`config.mk`:
```
export PLATFORM = sky130hd
export DESIGN_NAME = pirq_top
export DESIGN_NICKNAME = d
export VERILOG_FILES = /design/src/hdl/pirq_flag_reg.v /design/src/hdl/pirq_irq_status.v /design/src/hdl/pirq_top.v
export VERILOG_INCLUDE_DIRS = /design/src /design/src/hdl
export SDC_FILE = /design/constraint.sdc
export NUM_CORES = 1
export LEC_CHECK = 0
export CORE_MARGIN = 1
export CORE_UTILIZATION = 27
export CTS_BUF_LIST = sky130_fd_sc_hd__clkbuf_16
export DETAILED_ROUTE_END_ITERATION = 7
export DONT_BUFFER_PORTS = 1
export PLACE_DENSITY_LB_ADDON = 0.05
export SLEW_MARGIN = 20
export SYNTH_ARGS = -nofsm -noshare
export SYNTH_HDL_FRONTEND = slang
export SYNTH_SLANG_ARGS = --single-unit
```
`constraint.sdc`:
```
create_clock -name core_clk -period 1.2 [get_ports core_clk]
set_input_delay 0.06 -clock core_clk [delete_from_list [all_inputs] [get_ports core_clk]]
set_output_delay 0.06 -clock core_clk [all_outputs]
set_load 0.01 [all_outputs]
```
`src/hdl/pirq_consts.vh`:
```
// pirq_consts.vh: register offsets, bit positions, implemented-bit masks
// and reset values of the peripheral interrupt flag bank.
// assumes: included by bare name from the hdl/ design files.
`ifndef PIRQ_CONSTS_VH
`define PIRQ_CONSTS_VH

// register address width and offsets
`define PIRQ_ADDR_W          4
`define PIRQ_OFF_CONTROL     4'h0
`define PIRQ_OFF_ENABLE_TWO  4'h1
`define PIRQ_OFF_ENABLE_THR  4'h2
`define PIRQ_OFF_ENABLE_FOUR 4'h3
`define PIRQ_OFF_FLAGS_TWO   4'h4
`define PIRQ_OFF_FLAGS_THR   4'h5
`define PIRQ_OFF_FLAGS_FOUR  4'h6
`define PIRQ_OFF_STATUS      4'h7
`define PIRQ_OFF_MASK        4'h8

// global control bit positions
`define PIRQ_BIT_GLOBAL_EN   7
`define PIRQ_BIT_PERIPH_EN   6

// flags two bit positions
`define PIRQ_BIT_OSC_FAIL    7
`define PIRQ_BIT_CMP_TWO     6
`define PIRQ_BIT_CMP_ONE     5
`define PIRQ_BIT_EEPROM_DONE 4
`define PIRQ_BIT_SER1_COLL   3
`define PIRQ_BIT_LCD         2
`define PIRQ_BIT_CAPCOMP_TWO 0

// flags three bit positions
`define PIRQ_BIT_CAPCOMP_FIV 6
`define PIRQ_BIT_CAPCOMP_FOU 5
`define PIRQ_BIT_CAPCOMP_THR 4
`define PIRQ_BIT_TMR6_MATCH  3
`define PIRQ_BIT_TMR4_MATCH  1

// flags four bit positions
`define PIRQ_BIT_USART2_RX   5
`define PIRQ_BIT_USART2_TX   4
`define PIRQ_BIT_SER2_COLL   1
`define PIRQ_BIT_SER2_EVENT  0

// implemented-bit masks; other positions read zero
`define PIRQ_IMPL_FLAGS_TWO  8'hFD
`define PIRQ_IMPL_FLAGS_THR  8'h7A
`define PIRQ_IMPL_FLAGS_FOUR 8'h33
`define PIRQ_IMPL_ENABLE_TWO 8'hFF
`define PIRQ_IMPL_CONTROL    8'hC0
`define PIRQ_IMPL_STATUS     8'h07

// reset values
`define PIRQ_RST_BYTE        8'h00

`endif

```
`src/hdl/pirq_flag_reg.v`:
```
// pirq_flag_reg.v: one 8-bit flag register, set by one-cycle events,
// written by software, unimplemented positions held at zero.
// assumes: events and writes come from logic on core_clk.
`timescale 1ns/100ps
`default_nettype none
`include "pirq_consts.vh"

module pirq_flag_reg #(
    parameter [7:0] IMPL_MASK = 8'hFF
) (
    input  wire       core_clk,
    input  wire       sys_rst,
    input  wire       wr_en,
    input  wire [7:0] wr_data,
    input  wire [7:0] evt_set,
    output reg  [7:0] flags
);

    reg [7:0] next_flags;

    // software write first, then events on top so a set is never lost
    always @*
    begin
        next_flags = wr_en ? wr_data : flags;
        next_flags = (next_flags | evt_set) & IMPL_MASK;
    end

    // all flags clear on every reset
    always @(posedge core_clk)
    begin
        if (sys_rst)
            flags <= `PIRQ_RST_BYTE;
        else
            flags <= next_flags;
    end

endmodule // pirq_flag_reg

`default_nettype wire

```
`src/hdl/pirq_irq_status.v`:
```
// pirq_irq_status.v: sticky status bits, mask and one level interrupt.
// assumes: events are one-cycle pulses on core_clk; clear by writing one.
`timescale 1ns/100ps
`default_nettype none
`include "pirq_consts.vh"

module pirq_irq_status #(
    parameter N_EVT = 3
) (
    input  wire             core_clk,
    input  wire             sys_rst,
    input  wire [N_EVT-1:0] evt_pulse,
    input  wire             wr_status,
    input  wire             wr_mask,
    input  wire [N_EVT-1:0] wr_data,
    output reg  [N_EVT-1:0] status,
    output reg  [N_EVT-1:0] mask,
    output reg              irq_level
);

    wire [N_EVT-1:0] next_status;

    // write-one clears, a new event in the same cycle wins
    assign next_status = (status & ~({N_EVT{wr_status}} & wr_data))
                       | evt_pulse;

    // status, mask and registered interrupt level
    always @(posedge core_clk)
    begin
        if (sys_rst)
        begin
            status    <= {N_EVT{1'b0}};
            mask      <= {N_EVT{1'b0}};
            irq_level <= 1'b0;
        end
        else
        begin
            status    <= next_status;
            if (wr_mask)
                mask <= wr_data;
            irq_level <= |(status & mask);
        end
    end

endmodule // pirq_irq_status

`default_nettype wire

```
`src/hdl/pirq_top.v`:
```
// pirq_top.v: peripheral interrupt flag registers two to four with their
// enables, the global control bits and the peripheral request output.
// assumes: event inputs are one-cycle pulses from peripherals on core_clk;
// software uses the plain register port, read data one cycle after strobe.
// an event held high keeps its flag set while it stays high.
// both outputs are registered levels for the core's interrupt logic.
//
// Behaviour
// - flags latch on their event regardless of any enable bit
// - flags read one while pending, zero otherwise; writable to clear
// - unimplemented flag positions always read zero
// - every implemented flag resets to zero on every reset
// - second register: osc, cmp two, cmp one, eeprom, ser1 coll, lcd, ccp2
// - third register: ccp five, four, three, timer six, timer four
// - fourth register: usart2 rx, usart2 tx, ser2 collision, ser2 event
`timescale 1ns/100ps
`default_nettype none
`include "pirq_consts.vh"

module pirq_top (
    // clock, reset and register port
    input  wire                   core_clk,
    input  wire                   sys_rst,
    input  wire [`PIRQ_ADDR_W-1:0] reg_addr,
    input  wire [7:0]             reg_wdata,
    input  wire                   reg_wr,
    input  wire                   reg_rd,
    output reg  [7:0]             reg_rdata,
    // events of the second flag register
    input  wire                   osc_fail_evt,
    input  wire                   comparator_two_evt,
    input  wire                   comparator_one_evt,
    input  wire                   eeprom_write_done_evt,
    input  wire                   serial_one_collision_evt,
    input  wire                   lcd_evt,
    input  wire                   capcomp_two_evt,
    // events of the third flag register
    input  wire                   capcomp_five_evt,
    input  wire                   capcomp_four_evt,
    input  wire                   capcomp_three_evt,
    input  wire                   timer_six_match_evt,
    input  wire                   timer_four_match_evt,
    // events of the fourth flag register
    input  wire                   usart_two_rx_evt,
    input  wire                   usart_two_tx_evt,
    input  wire                   serial_two_collision_evt,
    input  wire                   serial_two_event_evt,
    // request and summary interrupt levels
    output reg                    periph_irq_request,
    output wire                   irq_out
);

    // true when a strobe addresses the given offset
    function addr_hit;
        input [`PIRQ_ADDR_W-1:0] addr;
        input [`PIRQ_ADDR_W-1:0] offset;
        begin
            addr_hit = (addr == offset);
        end
    endfunction

    // implemented mask of flag register n (0 = two, 1 = three, 2 = four)
    function [7:0] flag_mask;
        input integer n;
        begin
            case (n)
                0:       flag_mask = `PIRQ_IMPL_FLAGS_TWO;
                1:       flag_mask = `PIRQ_IMPL_FLAGS_THR;
                default: flag_mask = `PIRQ_IMPL_FLAGS_FOUR;
            endcase
        end
    endfunction

    // offset of flag register n
    function [`PIRQ_ADDR_W-1:0] flag_offset;
        input integer n;
        begin
            case (n)
                0:       flag_offset = `PIRQ_OFF_FLAGS_TWO;
                1:       flag_offset = `PIRQ_OFF_FLAGS_THR;
                default: flag_offset = `PIRQ_OFF_FLAGS_FOUR;
            endcase
        end
    endfunction

    // software-visible registers
    reg  [7:0]  global_irq_control;
    reg  [7:0]  periph_irq_enable_two;
    reg  [7:0]  periph_irq_enable_three;
    reg  [7:0]  periph_irq_enable_four;
    reg  [7:0]  next_rdata;

    // flag bank, its event map and the flattened views
    wire [7:0]  periph_irq_flags_two;
    wire [7:0]  periph_irq_flags_three;
    wire [7:0]  periph_irq_flags_four;
    wire [23:0] evt_set;
    wire [23:0] flags_all;
    wire [23:0] enables_all;

    // write strobes, one per register
    wire        wr_control;
    wire        wr_enable_two;
    wire        wr_enable_three;
    wire        wr_enable_four;
    wire        wr_status;
    wire        wr_mask;
    wire [2:0]  wr_flags;

    // summary status and request path
    wire [2:0]  new_pending;
    wire [2:0]  enabled_pending;
    wire [2:0]  sum_status;
    wire [2:0]  sum_mask;
    wire        global_irq_enable;
    wire        peripheral_irq_enable;
    wire        irq_gate;

    // write strobes decoded once; one write reaches one register only
    assign wr_control      =
        reg_wr & addr_hit(reg_addr, `PIRQ_OFF_CONTROL);
    assign wr_enable_two   =
        reg_wr & addr_hit(reg_addr, `PIRQ_OFF_ENABLE_TWO);
    assign wr_enable_three =
        reg_wr & addr_hit(reg_addr, `PIRQ_OFF_ENABLE_THR);
    assign wr_enable_four  =
        reg_wr & addr_hit(reg_addr, `PIRQ_OFF_ENABLE_FOUR);
    assign wr_status       =
        reg_wr & addr_hit(reg_addr, `PIRQ_OFF_STATUS);
    assign wr_mask         =
        reg_wr & addr_hit(reg_addr, `PIRQ_OFF_MASK);

    assign evt_set[`PIRQ_BIT_OSC_FAIL]    = osc_fail_evt;
    assign evt_set[`PIRQ_BIT_CMP_TWO]     = comparator_two_evt;
    assign evt_set[`PIRQ_BIT_CMP_ONE]     = comparator_one_evt;
    assign evt_set[`PIRQ_BIT_EEPROM_DONE] = eeprom_write_done_evt;
    assign evt_set[`PIRQ_BIT_SER1_COLL]   = serial_one_collision_evt;
    assign evt_set[`PIRQ_BIT_LCD]         = lcd_evt;
    assign evt_set[1]                     = 1'b0;
    assign evt_set[`PIRQ_BIT_CAPCOMP_TWO] = capcomp_two_evt;

    assign evt_set[8+7]                     = 1'b0;
    assign evt_set[8+`PIRQ_BIT_CAPCOMP_FIV] = capcomp_five_evt;
    assign evt_set[8+`PIRQ_BIT_CAPCOMP_FOU] = capcomp_four_evt;
    assign evt_set[8+`PIRQ_BIT_CAPCOMP_THR] = capcomp_three_evt;
    assign evt_set[8+`PIRQ_BIT_TMR6_MATCH]  = timer_six_match_evt;
    assign evt_set[8+2]                     = 1'b0;
    assign evt_set[8+`PIRQ_BIT_TMR4_MATCH]  = timer_four_match_evt;
    assign evt_set[8+0]                     = 1'b0;

    assign evt_set[16+7:16+6]              = 2'h0;
    assign evt_set[16+`PIRQ_BIT_USART2_RX] = usart_two_rx_evt;
    assign evt_set[16+`PIRQ_BIT_USART2_TX] = usart_two_tx_evt;
    assign evt_set[16+3:16+2]              = 2'h0;
    assign evt_set[16+`PIRQ_BIT_SER2_COLL] = serial_two_collision_evt;
    assign evt_set[16+`PIRQ_BIT_SER2_EVENT] = serial_two_event_evt;

    // the three flag registers, one instance each
    genvar g;
    generate
        for (g = 0; g < 3; g = g + 1)
        begin : g_flags
            // write strobe of this flag register
            assign wr_flags[g] = reg_wr & addr_hit(reg_addr, flag_offset(g));

            // set by event, enables not consulted
            // software write stores, so a pending flag can be cleared
            // cleared on reset inside the register
            pirq_flag_reg #(
                .IMPL_MASK (flag_mask(g))
            ) u_flag (
                .core_clk (core_clk),
                .sys_rst  (sys_rst),
                .wr_en    (wr_flags[g]),
                .wr_data  (reg_wdata),
                .evt_set  (evt_set[8*g+7:8*g]),
                .flags    (flags_all[8*g+7:8*g])
            );

            // an event arriving on a flag that is still clear raises a summary event
            assign new_pending[g] =
                |(evt_set[8*g+7:8*g] & ~flags_all[8*g+7:8*g]);

            // a set flag whose enable bit is set too
            assign enabled_pending[g] =
                |(flags_all[8*g+7:8*g] & enables_all[8*g+7:8*g]);
        end
    endgenerate

    // flag registers as software sees them
    assign periph_irq_flags_two   = flags_all[7:0];
    assign periph_irq_flags_three = flags_all[15:8];
    assign periph_irq_flags_four  = flags_all[23:16];

    // control register: only the two enable bits are kept
    always @(posedge core_clk)
    begin
        if (sys_rst)
            global_irq_control <= `PIRQ_RST_BYTE;
        else if (wr_control)
            global_irq_control <= reg_wdata & `PIRQ_IMPL_CONTROL;
    end

    // enable two: every position storable
    always @(posedge core_clk)
    begin
        if (sys_rst)
            periph_irq_enable_two <= `PIRQ_RST_BYTE;
        else if (wr_enable_two)
            periph_irq_enable_two <= reg_wdata & `PIRQ_IMPL_ENABLE_TWO;
    end

    // enable three: same holes as its flag register
    always @(posedge core_clk)
    begin
        if (sys_rst)
            periph_irq_enable_three <= `PIRQ_RST_BYTE;
        else if (wr_enable_three)
            periph_irq_enable_three <= reg_wdata & `PIRQ_IMPL_FLAGS_THR;
    end

    // enable four: same holes as its flag register
    always @(posedge core_clk)
    begin
        if (sys_rst)
            periph_irq_enable_four <= `PIRQ_RST_BYTE;
        else if (wr_enable_four)
            periph_irq_enable_four <= reg_wdata & `PIRQ_IMPL_FLAGS_FOUR;
    end

    // control bits, their joint gate and the flattened enable view
    assign global_irq_enable     = global_irq_control[`PIRQ_BIT_GLOBAL_EN];
    assign peripheral_irq_enable = global_irq_control[`PIRQ_BIT_PERIPH_EN];
    assign irq_gate              = global_irq_enable & peripheral_irq_enable;
    assign enables_all = {periph_irq_enable_four,
                          periph_irq_enable_three,
                          periph_irq_enable_two};

    // request from flag and enable, gated by both control bits
    always @(posedge core_clk)
    begin
        if (sys_rst)
            periph_irq_request <= 1'b0;
        else
            periph_irq_request <= (|enabled_pending) & irq_gate;
    end

    // summary status: one sticky bit per flag register
    pirq_irq_status #(
        .N_EVT (3)
    ) u_status (
        .core_clk  (core_clk),
        .sys_rst   (sys_rst),
        .evt_pulse (new_pending),
        .wr_status (wr_status),
        .wr_mask   (wr_mask),
        .wr_data   (reg_wdata[2:0]),
        .status    (sum_status),
        .mask      (sum_mask),
        .irq_level (irq_out)
    );

    // read multiplexer; unmapped offsets read zero
    always @*
    begin
        case (reg_addr)
            `PIRQ_OFF_CONTROL:     next_rdata = global_irq_control;
            `PIRQ_OFF_ENABLE_TWO:  next_rdata = periph_irq_enable_two;
            `PIRQ_OFF_ENABLE_THR:  next_rdata = periph_irq_enable_three;
            `PIRQ_OFF_ENABLE_FOUR: next_rdata = periph_irq_enable_four;
            `PIRQ_OFF_FLAGS_TWO:   next_rdata = periph_irq_flags_two;
            `PIRQ_OFF_FLAGS_THR:   next_rdata = periph_irq_flags_three;
            `PIRQ_OFF_FLAGS_FOUR:  next_rdata = periph_irq_flags_four;
            // summary status and mask in the low three bits
            `PIRQ_OFF_STATUS:      next_rdata = {5'h00, sum_status};
            `PIRQ_OFF_MASK:        next_rdata = {5'h00, sum_mask};
            default:               next_rdata = 8'h00;
        endcase
    end

    // read data stands only in the cycle after the read strobe
    always @(posedge core_clk)
    begin
        if (sys_rst)
            reg_rdata <= 8'h00;
        else if (reg_rd)
            reg_rdata <= next_rdata;
        else
            reg_rdata <= 8'h00;
    end

endmodule // pirq_top

`default_nettype wire

```
* Word level (Yosys, flattened, before mapping) *
Index checks and enable logic that the tools add are counted.

storage, ports and cells
  flip-flop bits (word level) = 52
  input port bits = 32
  logic and storage cells = 61
  output and inout port bits = 10

cells by class
  mux-type cells = 4
  reductions and logical operators = 7
  bitwise gates (word level) = 29
  equality and inequality tests = 8

operators with widths
  cell                                            count
  case mux 8 bit (9 select lines)                 1
  OR reduction 24 bit                             1
  OR reduction 8 bit                              3
  bitwise AND 8 bit                               2
  == test 4 x 3 -> 1 bit (second input constant)  4
  bitwise AND 1 bit                               11
  bitwise AND 3 bit                               3
  bitwise AND 6 x 8 -> 8 bit                      1
  bitwise AND 7 x 8 -> 8 bit                      1
  == test 4 x 2 -> 1 bit (second input constant)  2
  two-way mux 8 bit                               1
  inverter 6 -> 8 bit                             1
  inverter 7 -> 8 bit                             1
  inverter 8 bit                                  1
  OR 8 bit                                        1
  bitwise AND 7 bit                               1
  two-way mux 7 bit                               1
  OR 7 bit                                        1
  bitwise AND 6 bit                               1
  two-way mux 6 bit                               1
  OR 6 bit                                        1
  == test 4 x 1 -> 1 bit (second input constant)  1
  == test 4 bit (second input constant)           1
  zero test 4 bit                                 1
  other kinds (5)                                 5

* Longest topological paths before layout *
Gate-level depths: netlist (run 1).

  depth in word-level cells = 6
  mapped depth = 6

* Cells and area by module *
A second synthesis (run 1) with hierarchy kept.

unflattened totals
  cell total of the unflattened synthesis = 317
  area, all modules = 2,706.3 um^2

by module, submodules not included
  module                              sequential area each (um^2)  cells an instance  instances  area an instance (um^2)
  pirq_top                            560.5                        218                1          1,739.2
  pirq_flag_reg at g_flags[0].u_flag  140.1                        31                 1          294.0
  pirq_irq_status                     140.1                        21                 1          247.7
  pirq_flag_reg at g_flags[1].u_flag  100.1                        25                 1          231.5
  pirq_flag_reg at g_flags[2].u_flag  80.1                         22                 1          193.9

* Least setup slack after synthesis (run 1) *
OpenSTA, ideal clock, no wires.

  path kind = input -> register
  from = input port reg_addr[3]
  to = register periph_irq_enable_four[0]
  required time = 1,072 ps
  path slack = 34 ps
  buffers on the path = 2
  library setup time = 128 ps
  arrival = 1,038 ps
  stages = 6
  path through = buf_4 > nor3b_4 > and3_1 > buf_4 > mux2i_1 > nor2_1

on the way
  word-level cells in the longest chain between the ends = 2

RTL lines
  what                    RTL line        RTL
  start, declared         pirq_top.v:24   input wire [`PIRQ_ADDR_W-1:0] reg_addr,
  == test 4 x 2 -> 1 bit  pirq_top.v:58   addr_hit = (addr == offset);
  bitwise AND 1 bit       pirq_top.v:127  reg_wr & addr_hit(reg_addr, `PIRQ_OFF_ENABLE_FOUR);
  end signal, assigned    pirq_top.v:226  periph_irq_enable_four <= `PIRQ_RST_BYTE;
  end signal, assigned    pirq_top.v:228  periph_irq_enable_four <= reg_wdata & `PIRQ_IMPL_FLAGS_FOUR;
  end, declared           pirq_top.v:90   reg [7:0] periph_irq_enable_four;

No other way between the ends.
A chain may end at the register's enable or synchronous reset.

* Worst setup path in the final report (run 1) *
  from = register g_flags[0].u_flag.flags[7]
  to = register reg_rdata[7]

on the way
  word-level cells in the longest chain between the ends = 1

RTL lines
  what                             RTL line            RTL
  start, declared                  pirq_flag_reg.v:16  output reg [7:0] flags
  start signal, assigned           pirq_flag_reg.v:32  flags <= `PIRQ_RST_BYTE;
  start signal, assigned           pirq_flag_reg.v:34  flags <= next_flags;
  case mux 8 bit (9 select lines)  pirq_top.v:266      case (reg_addr)
  end signal, assigned             pirq_top.v:287      reg_rdata <= next_rdata;
  end, declared                    pirq_top.v:28       output reg [7:0] reg_rdata,

No other way between the ends.

==> results of run 1 <==
logic make-up after synthesis:
| group | synth area share (%) |
|---|---|
| buf+inv | 7.98 |
| mux | 8.23 |
| compound gates | 21.6 |
| simple gates | 21.5 |
| flops | 40.7 |
layer usage:
layer / track usage [%] / wire length [um] / vias up
met3: 3.97 / 389 / 14
li1: - / - / 1164
met2: 32.1 / 4190 / 64
met4: 7.00 / 222 / 0
met1: 29.1 / 4660 / 1178
met5: 0 / 0 / -
cell usage in the layout (no fill, tap or decap), types with 2 or more instances in the layout:
cell / n
o21ai_0: 5
nand4_1: 3
a221oi_2: 4
dlygate4sd3_1: 28
buf_4: 32
a221oi_1: 2
a31oi_1: 11
a21oi_1: 26
nand3b_1: 2
o31ai_1: 2
a22oi_1: 5
nor2b_1: 5
nand2_1: 36
and2b_1: 3
o22ai_1: 6
dfxtp_2: 8
a211oi_1: 3
nor2_1: 19
nand2b_4: 2
inv_1: 24
and3_1: 2
clkbuf_16: 5
mux2_2: 3
a21o_1: 2
nand3_1: 23
mux2i_1: 15
nor3_4: 2
dfxtp_1: 43
o22a_1: 2
a22o_1: 6
how the worst min path moves through the flow:
stage	slack (ns)	endpoint	cells past startpoint
floorplan	0.18	g_flags[1].u_flag.flags[3]	2
global placement	0.13	periph_irq_enable_two[4]	1
detailed placement	0.14	g_flags[0].u_flag.flags[3]	1
CTS	0.003	reg_rdata[3]	2
global route	0.03	reg_rdata[4]	2
finish	0.02	g_flags[2].u_flag.flags[4]	2
sequential cells by signal, summed over array words and instances, names as in the netlist:
signal and count:
g_flags.u_flag.flags 16, periph_irq_enable_two 8, reg_rdata 8, periph_irq_enable_three 5, periph_irq_enable_four 4, u_status.mask 3, u_status.status 3, global_irq_control 2
periph_irq_request 1, u_status.irq_level 1
metrics by stage:
step | std cells | worst slack (ns) | area [sq um]
2_1_floorplan | 296 | 0.0340 | 2510
5_1_grt | 455 | -0.0270 | 3300
3_3_place_gp | 416 | 0.00900 | 2760
6_report | 455 | 0.0420 | 3300
4_1_cts | 453 | 0.00355 | 3220
3_5_place_dp | 416 | -0.0627 | 2760
where the power goes:
| part | leakage [nW] | internal [W] | total, W | switching [W] |
|---|---|---|---|---|
| Clock | 0.0762 | 0.000757 | 0.00141 | 0.000649 |
| Sequential | 0.420 | 0.00176 | 0.00181 | 0.0000593 |
| Combinational | 0.812 | 0.000257 | 0.000525 | 0.000268 |
| Total | 1.31 | 0.00277 | 0.00375 | 0.000976 |
repair_timing:
item | 4_1_cts | 5_1_grt
hold buffers | 29 | 0
resized for setup | 3 | 16
setup buffers | 0 | 2
setup endpoints to repair | 1 | 8
hold endpoints to repair | 48 | 0
pin swaps | 0 | 8
area by class of cell:
class	count	area [sq um]	area share (%)
timing repair buffer	62	552	16.7
clock inverter	3	12.5	0.380
tap	108	135	4.10
inverter	22	82.6	2.50
sequential	51	1030	31.3
clock buffer	5	125	3.80
multi-input combinational	204	1360	41.2
==> impl_metrics.py, run 1 <==
metrics = {
    "sta": {
        "fmax_mhz": 864,
        "clock_skew_ns": 0.00558,
        "slew_violations": 0,
        "finalSetupTns_ns": 0,
        "fin_crit_sh_pct": 96.5,
        "final_hold_viol_count": 0,
        "timing.hold.ws_ns": 0.0191,
        "setup_viol": 0,
        "period_needed_ns": 1.16,
        "slew_headroom_pct": 74.0,
        "rsz0062_at_grt": "true",
        "worst_slew_pin_slew_ns": 0.389,
    },
    "setup_path": {
        "crit_path_end": "reg_rdata[7]",
        "r2r-start": "g_flags[0].u_flag.flags[7]",
        "crit_slowest_cell": "dfxtp_1",
        "cp-start-kind": "register",
        "crit_family": "flip-flops",
        "startpoint": "g_flags[0].u_flag.flags[7]",
        "r2r.worst_path.cells": 5,
        "r2r-end": "reg_rdata[7]",
        "arrival_ns": 1.32,
        "cp_num_buf_inv": 1,
        "path_depth": 5,
        "crit_chain": "buf_4 > mux2i_1 > nor2_1 > a31oi_1 > nor4_1",
        "cp-end-kind": "register",
        "r2r_slack_ns": 0.04,
        "crit_required_ns": 1.36,
        "cp_max_fo": 3,
        "critPathMaxStageDelay_ns": 0.32,
        "path_class": "register to register",
    },
    "global_routing": {
        "grt-ovfl-total": 0,
        "grt_pass1_wl_um": 14900,
        "grt_start_max_net_pins": 44,
        "grt_antenna_before_repair": 0,
        "globalRouteTotalUtil_pct": 20.8,
        "grt_pass1_vias": 2358,
    },
    "yosys": {
        "synthFlopType": "dfxtp_1",
        "synth-seq-cells": 51,
        "netlist_top_cells_count": "dfxtp_1 (51), nand2_1 (37), a21oi_1 (26), nand3_1 (23), inv_1 (22)",
        "synthCells": 296,
        "synth.distinct_cells": 43,
        "syn-cell-area_sq_mm": 0.00251,
        "synth_area_leader_cell": "dfxtp_1",
        "yosys-top-cells-area": "dfxtp_1 (41%), mux2i_1 (6.0%), nand2_1 (5.5%), a21oi_1 (5.2%), nand3_1 (4.6%)",
        "synth_top_area_share_pct": 40.7,
        "ys_seq_area_share_pct": 40.7,
        "yosysMostFrequentCell": "dfxtp_1",
        "synth_edf_count": 0,
        "syn-mean-instance-area_sq_um": 8.48,
        "synth_fp_nets": 328,
        "yosysWarnings": 0,
        "async_flop_share_pct": 0,
    },
    "clocking": {
        "htreeDepth": 2,
        "cts_inserted_buffers": 5,
        "cts_buffer_depth": 2,
        "insertion_delay_ns": 0.29,
        "cts_sinks": 51,
        "cts_root_buf": "clkbuf_16",
        "path_clk_slew_ns": 0.07,
        "cts_tree": "built",
    },
    "route": {
        "drtAntennaViolNets": 0,
        "vias": 2420,
        "dr.pass1.iters": 8,
        "wl_per_cell_um": 20.8,
        "wl_um": 9470,
        "drt-initial-drc-count": 154,
        "drc": 1,
        "via_per_inst": 5.32,
    },
    "floorplanning": {
        "die_height_um": 98.4,
        "initial_core_util_pct": 28.4,
        "std_cell_rows": 34,
        "die-area_sq_mm": 0.00969,
        "core-area_sq_mm": 0.00885,
        "fp.dieW_um": 98.4,
        "ios": 42,
    },
    "cells_and_area": {
        "drive_gt1_share_pct": 19.0,
        "antenna_cells": 0,
        "post-route-util_pct": 37.3,
        "nFillCells": 949,
        "fin_nets": 378,
        "areaGrowthSynthToFinish_pct": 31.4,
    },
    "hold_path": {
        "hp-start": "reg_wdata[4]",
        "hp-class": "input port to register",
    },
    "placed_design": {
        "port_buffers": 0,
        "place.gp.congestion": 0.751,
        "hpwl_um": 6500,
    },
    "power_and_ir_drop": {
        "p_per_area_mw_per_mm2": 1140,
        "fin_total_pwr_w": 0.00375,
        "p_leak_nw": 1.31,
        "vdd_ir_drop_max_mv": 0.559,
    },
    "run": {
        "drv_cap": 0,
    },
    "status": {
        "status": "complete, but fails checks",
        "violations": "design-rule violations",
    },
}
No activity file was read; power rests on OpenSTA's default activity.
==> inputs of run 2 (changes only) <==
--- a/config.mk
+++ b/config.mk
@@ -6,6 +6,7 @@
 export SDC_FILE = /design/constraint.sdc
 export NUM_CORES = 1
 export LEC_CHECK = 0
+export CORE_ASPECT_RATIO = 0.7
 export CORE_MARGIN = 1
 export CORE_UTILIZATION = 27
 export CTS_BUF_LIST = sky130_fd_sc_hd__clkbuf_16
==> run 2 against run 1 <==
Against the previous run: the run ends with negative setup slack left; via count down 0.37%; flip-flop and latch count unchanged; first-iteration DRC count up 10%; sequential power about the same; largest cell class unchanged; global-route usage up 0.58 points; routed wire length up 3.0%; register-to-register slack worse by 0.05 ns.
==> impl_metrics.py, run 2 (same netlist as run 1, synthesis figures left out) <==
metrics = {
    "clocking": {
        "insertion_delay_ns": 0.30,
        "path_clk_slew_ns": 0.07,
        "cts_buffer_depth": 2,
        "htreeDepth": 2,
        "cts_sinks": 51,
        "cts_root_buf": "clkbuf_16",
        "cts_inserted_buffers": 5,
        "cts_tree": "built",
    },
    "sta": {
        "slew_headroom_pct": 73.8,
        "fmax_mhz": 827,
        "clock_skew_ns": 0.00321,
        "worst_slew_pin_slew_ns": 0.392,
        "slew_violations": 0,
        "fin_crit_sh_pct": 101,
        "final_hold_viol_count": 0,
        "rsz0062_at_grt": "true",
        "setup_viol": 1,
        "period_needed_ns": 1.21,
        "final.setup.worst_slack_ns": -0.00951,
    },
    "floorplanning": {
        "die_height_um": 82.7,
        "std_cell_rows": 29,
        "die-area_sq_mm": 0.00969,
        "core-area_sq_mm": 0.00903,
        "ios": 42,
        "fp.dieW_um": 117,
        "initial_core_util_pct": 27.8,
    },
    "placed_design": {
        "place.gp.congestion": 0.801,
        "port_buffers": 0,
        "hpwl_um": 6860,
    },
    "global_routing": {
        "grt_pass1_wl_um": 14500,
        "grt_pass1_vias": 2281,
        "grt-ovfl-total": 0,
        "grt_start_max_net_pins": 44,
        "grt_antenna_before_repair": 0,
        "globalRouteTotalUtil_pct": 21.4,
    },
    "setup_path": {
        "critPathMaxStageDelay_ns": 0.49,
        "cp-start-kind": "register",
        "crit_slowest_cell": "mux4_2",
        "arrival_ns": 1.38,
        "cp-end-kind": "register",
        "crit_chain": "buf_4 > mux4_2 > nand2_2 > a211oi_1",
        "crit_required_ns": 1.37,
        "cp_max_fo": 3,
        "path_class": "register to register",
    },
    "route": {
        "drc": 0,
        "dr.pass1.iters": 4,
        "wl_per_cell_um": 20.4,
        "via_per_inst": 5.04,
        "vias": 2411,
        "drtAntennaViolNets": 0,
        "wl_um": 9750,
        "drt-initial-drc-count": 170,
    },
    "cells_and_area": {
        "largest_reg_flops": 16,
        "largestRegisters": "g_flags.u_flag.flags (16), periph_irq_enable_two (8), reg_rdata (8)",
        "antenna_cells": 0,
        "areaGrowthSynthToFinish_pct": 36.0,
        "final_cell_mix": "dfxtp_1 (47), nand2_1 (36), buf_4 (35)",
        "drive_gt1_share_pct": 20.1,
        "fin_nets": 385,
        "nFillCells": 954,
        "regMostFlops": "g_flags.u_flag.flags",
        "multi_input_area_sq_mm": 0.00137,
        "area.sequential_sq_mm": 0.00103,
        "final_common_cell": "dfxtp_1",
        "post-route-util_pct": 37.8,
    },
    "run": {
        "drv_cap": 0,
    },
    "power_and_ir_drop": {
        "p_comb_share_pct": 14.2,
        "power.switching_w": 0.00105,
        "p_sw_share_pct": 27.3,
        "power.internal_w": 0.00279,
        "clock_power_share_pct": 38.5,
        "fin_total_pwr_w": 0.00384,
        "pwr-share-seq_pct": 47.3,
        "p_per_area_mw_per_mm2": 1120,
        "vdd_ir_drop_max_mv": 0.480,
        "p_leak_nw": 1.34,
    },
    "hold_path": {
        "hp-class": "input port to register",
    },
    "status": {
        "violations": "negative setup slack",
        "status": "complete, but fails checks",
    },
}
[run 2: layout make-up]
type                    instances  share of cell area, %
clock inverters                 3                  0.586
flip-flops and latches         51                   30.0
inverters                      22                   2.42
multi-input cells             204                   40.2
repair buffers                 69                   18.6
well taps                     124                   4.54
clock buffers                   5                   3.66
[run 2: critical path: cells and delay by family (launching register included)]
family / cells / cell delay (ns)
AND/OR/NAND/NOR: 1 / 0.08
AO/OA/AOI/OAI: 1 / 0.07
multiplexers: 1 / 0.49
buffers and inverters: 1 / 0.14
flip-flops: 1 / 0.31
[run 2: worst paths after layout]
kind                                                  from                  endpoint  slack (ns)  cells after the start
worst max-delay path            g_flags[1].u_flag.flags[1]              reg_rdata[1]       -0.01                      4
worst min-delay path                               sys_rst              reg_rdata[1]       0.003                      2
worst max register to register  g_flags[1].u_flag.flags[1]              reg_rdata[1]       -0.01                      4
worst min register to register    periph_irq_enable_two[1]  periph_irq_enable_two[1]        0.47                      2
[run 2: routing by layer]
layer / global-route usage (%) / wire length [um] / up-vias
li1: - / - / 1180
met5: 0 / 0 / -
met1: 32.2 / 5070 / 1156
met2: 30.8 / 3990 / 64
met3: 3.72 / 559 / 11
met4: 5.44 / 137 / 0
[run 2: power by group through the flow]
| stage | Clock, W | Sequential [W] | Combinational [W] |
|---|---|---|---|
| 6_report | 0.00148 | 0.00182 | 0.000545 |
| 3_5_place_dp | 0 | 0.00185 | 0.000365 |
| 3_3_place_gp | 0 | 0.00185 | 0.000370 |
| 2_1_floorplan | 0 | 0.00183 | 0.000282 |
| 5_1_grt | 0.00159 | 0.00182 | 0.000593 |
| 4_1_cts | 0.00150 | 0.00181 | 0.000517 |
[run 2: metrics by stage]
| stage | hold WS, ns | cells | setup slack, ns | setup TNS (ns) | instance area (sq um) |
|---|---|---|---|---|---|
| floorplan | 0.181 | 296 | 0.0340 | 0 | 2510 |
| global placement | 0.133 | 438 | -0.0951 | -0.123 | 2840 |
| detailed placement | 0.136 | 438 | -0.0499 | -0.0681 | 2840 |
| CTS | 0.00212 | 477 | 0.000671 | 0 | 3330 |
| global route | 0.0209 | 478 | -0.0461 | -0.119 | 3410 |
| finish | 0.00310 | 478 | -0.00951 | -0.00951 | 3410 |
[run 2: what timing repair did]
action | in CTS | in global routing
setup endpoints to repair | 2 | 13
hold buffers | 31 | 0
pin swaps | 0 | 6
hold endpoints to repair | 48 | 0
gates resized for setup | 4 | 13
buffers inserted | 0 | 1
==> inputs of run 3 (changes only) <==
--- a/config.mk
+++ b/config.mk
@@ -13,6 +13,7 @@
 export DETAILED_ROUTE_END_ITERATION = 7
 export DONT_BUFFER_PORTS = 1
 export PLACE_DENSITY_LB_ADDON = 0.05
+export SETUP_SLACK_MARGIN = 0.1
 export SLEW_MARGIN = 20
 export SYNTH_ARGS = -nofsm -noshare
 export SYNTH_HDL_FRONTEND = slang
==> run 3 against run 2 <==
Against the previous run: the flow finishes with violations (negative hold slack, negative setup slack); total power decreased by 3.3%; clock skew rose by 0.0018 ns; final cell count shrank 6.1%; clock-buffer cell count is the same; non-clock buffer count is 29 lower; clock power about the same; fmax decreased by 1.1%; sequential share of layout area is 2.7 points higher; combinational power fell by 20%; die area unchanged.
==> impl_metrics.py, run 3 (same netlist as run 1, synthesis figures left out) <==
metrics = {
    "global_routing": {
        "grt-ovfl-total": 0,
        "grt_start_max_net_pins": 45,
        "globalRouteTotalUtil_pct": 20.9,
        "grt_antenna_before_repair": 0,
        "grt_pass1_vias": 2267,
        "grt_pass1_wl_um": 14100,
    },
    "setup_path": {
        "arrival_ns": 1.42,
        "r2r-end": "periph_irq_request",
        "path_class": "register to register",
        "r2r_slack_ns": -0.02,
        "cp-end-kind": "register",
        "r2r-start": "g_flags[1].u_flag.flags[1]",
        "crit_required_ns": 1.39,
        "cp_max_fo": 3,
        "r2r.worst_path.cells": 4,
        "cp-start-kind": "register",
    },
    "route": {
        "via_per_inst": 5.10,
        "vias": 2289,
        "wl_per_cell_um": 20.9,
        "drtAntennaViolNets": 0,
        "drc": 0,
        "dr.pass1.iters": 4,
        "drt-initial-drc-count": 141,
        "wl_um": 9370,
    },
    "placed_design": {
        "port_buffers": 0,
        "place_ws_ns": -0.0718,
        "place.gp.congestion": 0.747,
        "hpwl_um": 6720,
        "placed_cell_area_sq_mm": 0.00279,
    },
    "cells_and_area": {
        "drive_gt1_share_pct": 24.0,
        "antenna_cells": 0,
        "areaGrowthSynthToFinish_pct": 26.0,
        "final_common_cell": "dfxtp_1",
        "multi_input_area_sq_mm": 0.00141,
        "regMostFlops": "g_flags.u_flag.flags",
        "final_cell_mix": "dfxtp_1 (42), nand2_1 (36), buf_4 (29)",
        "largestRegisters": "g_flags.u_flag.flags (16), periph_irq_enable_two (8), reg_rdata (8)",
        "largest_reg_flops": 16,
        "nFillCells": 968,
        "final_area_sq_mm": 0.00316,
        "fin_nets": 356,
        "area.sequential_sq_mm": 0.00103,
    },
    "hold_path": {
        "hp-class": "input port to register",
        "min_path_cells": 1,
        "hold_end": "g_flags[0].u_flag.flags[7]",
        "hp-start": "sys_rst",
    },
    "sta": {
        "setup_viol": 2,
        "fmax_mhz": 817,
        "rsz0062_at_grt": "true",
        "timing.hold.ws_ns": -0.184,
        "clock_skew_ns": 0.00502,
        "final_hold_viol_count": 42,
        "period_needed_ns": 1.22,
        "final.setup.worst_slack_ns": -0.0236,
        "fin_crit_sh_pct": 102,
        "worst_slew_pin_slew_ns": 0.380,
        "slew_headroom_pct": 74.5,
        "slew_violations": 0,
    },
    "floorplanning": {
        "initial_core_util_pct": 27.8,
        "std_cell_rows": 29,
        "die-area_sq_mm": 0.00969,
        "core-area_sq_mm": 0.00903,
        "ios": 42,
        "die_height_um": 82.7,
        "fp.dieW_um": 117,
    },
    "power_and_ir_drop": {
        "p_per_area_mw_per_mm2": 1170,
        "fin_total_pwr_w": 0.00371,
        "vdd_ir_drop_max_mv": 0.427,
        "p_leak_nw": 1.24,
    },
    "clocking": {
        "cts_root_buf": "clkbuf_16",
        "cts_sinks": 51,
        "path_clk_slew_ns": 0.07,
        "cts_hold_buf": 6,
        "cts_tree": "built",
        "insertion_delay_ns": 0.30,
        "cts_inserted_buffers": 5,
        "htreeDepth": 2,
        "cts_buffer_depth": 2,
    },
    "status": {
        "status": "complete, but fails checks",
        "violations": "negative hold slack, negative setup slack",
    },
    "run": {
        "drv_cap": 0,
    },
}
[run 3: layout make-up]
| type | instances | area share, % |
|---|---|---|
| clock inverters | 3 | 0.475 |
| repair buffers | 40 | 10.7 |
| flip-flops and latches | 51 | 32.7 |
| clock buffers | 5 | 3.96 |
| multi-input cells | 204 | 44.6 |
| well taps | 124 | 4.91 |
| inverters | 22 | 2.61 |
[run 3: worst max-delay path, cell delays in order (launching register included)]
cell	delay [ns]
dfxtp_4	0.35
a22o_1	0.23
a221oi_2	0.22
nand4_1	0.13
and4b_1	0.19
[run 3: worst max path at each step]
| stage | startpoint | to | slack, ns |
|---|---|---|---|
| detailed placement | g_flags[1].u_flag.flags[1] | periph_irq_request | -0.07 |
| CTS | g_flags[1].u_flag.flags[1] | periph_irq_request | -0.03 |
| global route | g_flags[1].u_flag.flags[1] | periph_irq_request | -0.06 |
| global placement | g_flags[1].u_flag.flags[1] | periph_irq_request | -0.06 |
| floorplan | reg_addr[3] | periph_irq_enable_four[0] | 0.05 |
| finish | g_flags[1].u_flag.flags[1] | periph_irq_request | -0.02 |
[run 3: timing repair]
action	CTS	global route
resized for setup	17	19
pin swaps	6	9
setup endpoints to repair	7	18
hold endpoints to repair	48	43
setup buffers	2	1
[run 3: through the flow]
| step | TNS [ns] | utilization [%] | instances | hold WS, ns |
|---|---|---|---|---|
| final | -0.0442 | 35.0 | 449 | -0.184 |
| after global routing | -0.145 | 35.0 | 449 | -0.195 |
| after CTS | -0.0705 | 34.1 | 448 | -0.191 |
| after detailed placement | -0.0909 | 30.9 | 432 | 0.134 |
| after global placement | -0.129 | 30.9 | 432 | 0.135 |
| after floorplan | 0 | - | 296 | 0.181 |
[run 3: report_power, final]
| group | total (W) | internal, W | switching, W |
|---|---|---|---|
| Combinational | 0.000435 | 0.000221 | 0.000214 |
| Clock | 0.00145 | 0.000765 | 0.000689 |
| Sequential | 0.00182 | 0.00176 | 0.0000686 |
[run 3: per-layer routing]
metal	vias to the layer above	track usage [%]	part of all wire [%]
li1	1117	-	-
met1	1107	30.4	54
met2	51	29.1	39
met3	14	5.62	5.1
met5	-	0	0
met4	0	7.85	2.0
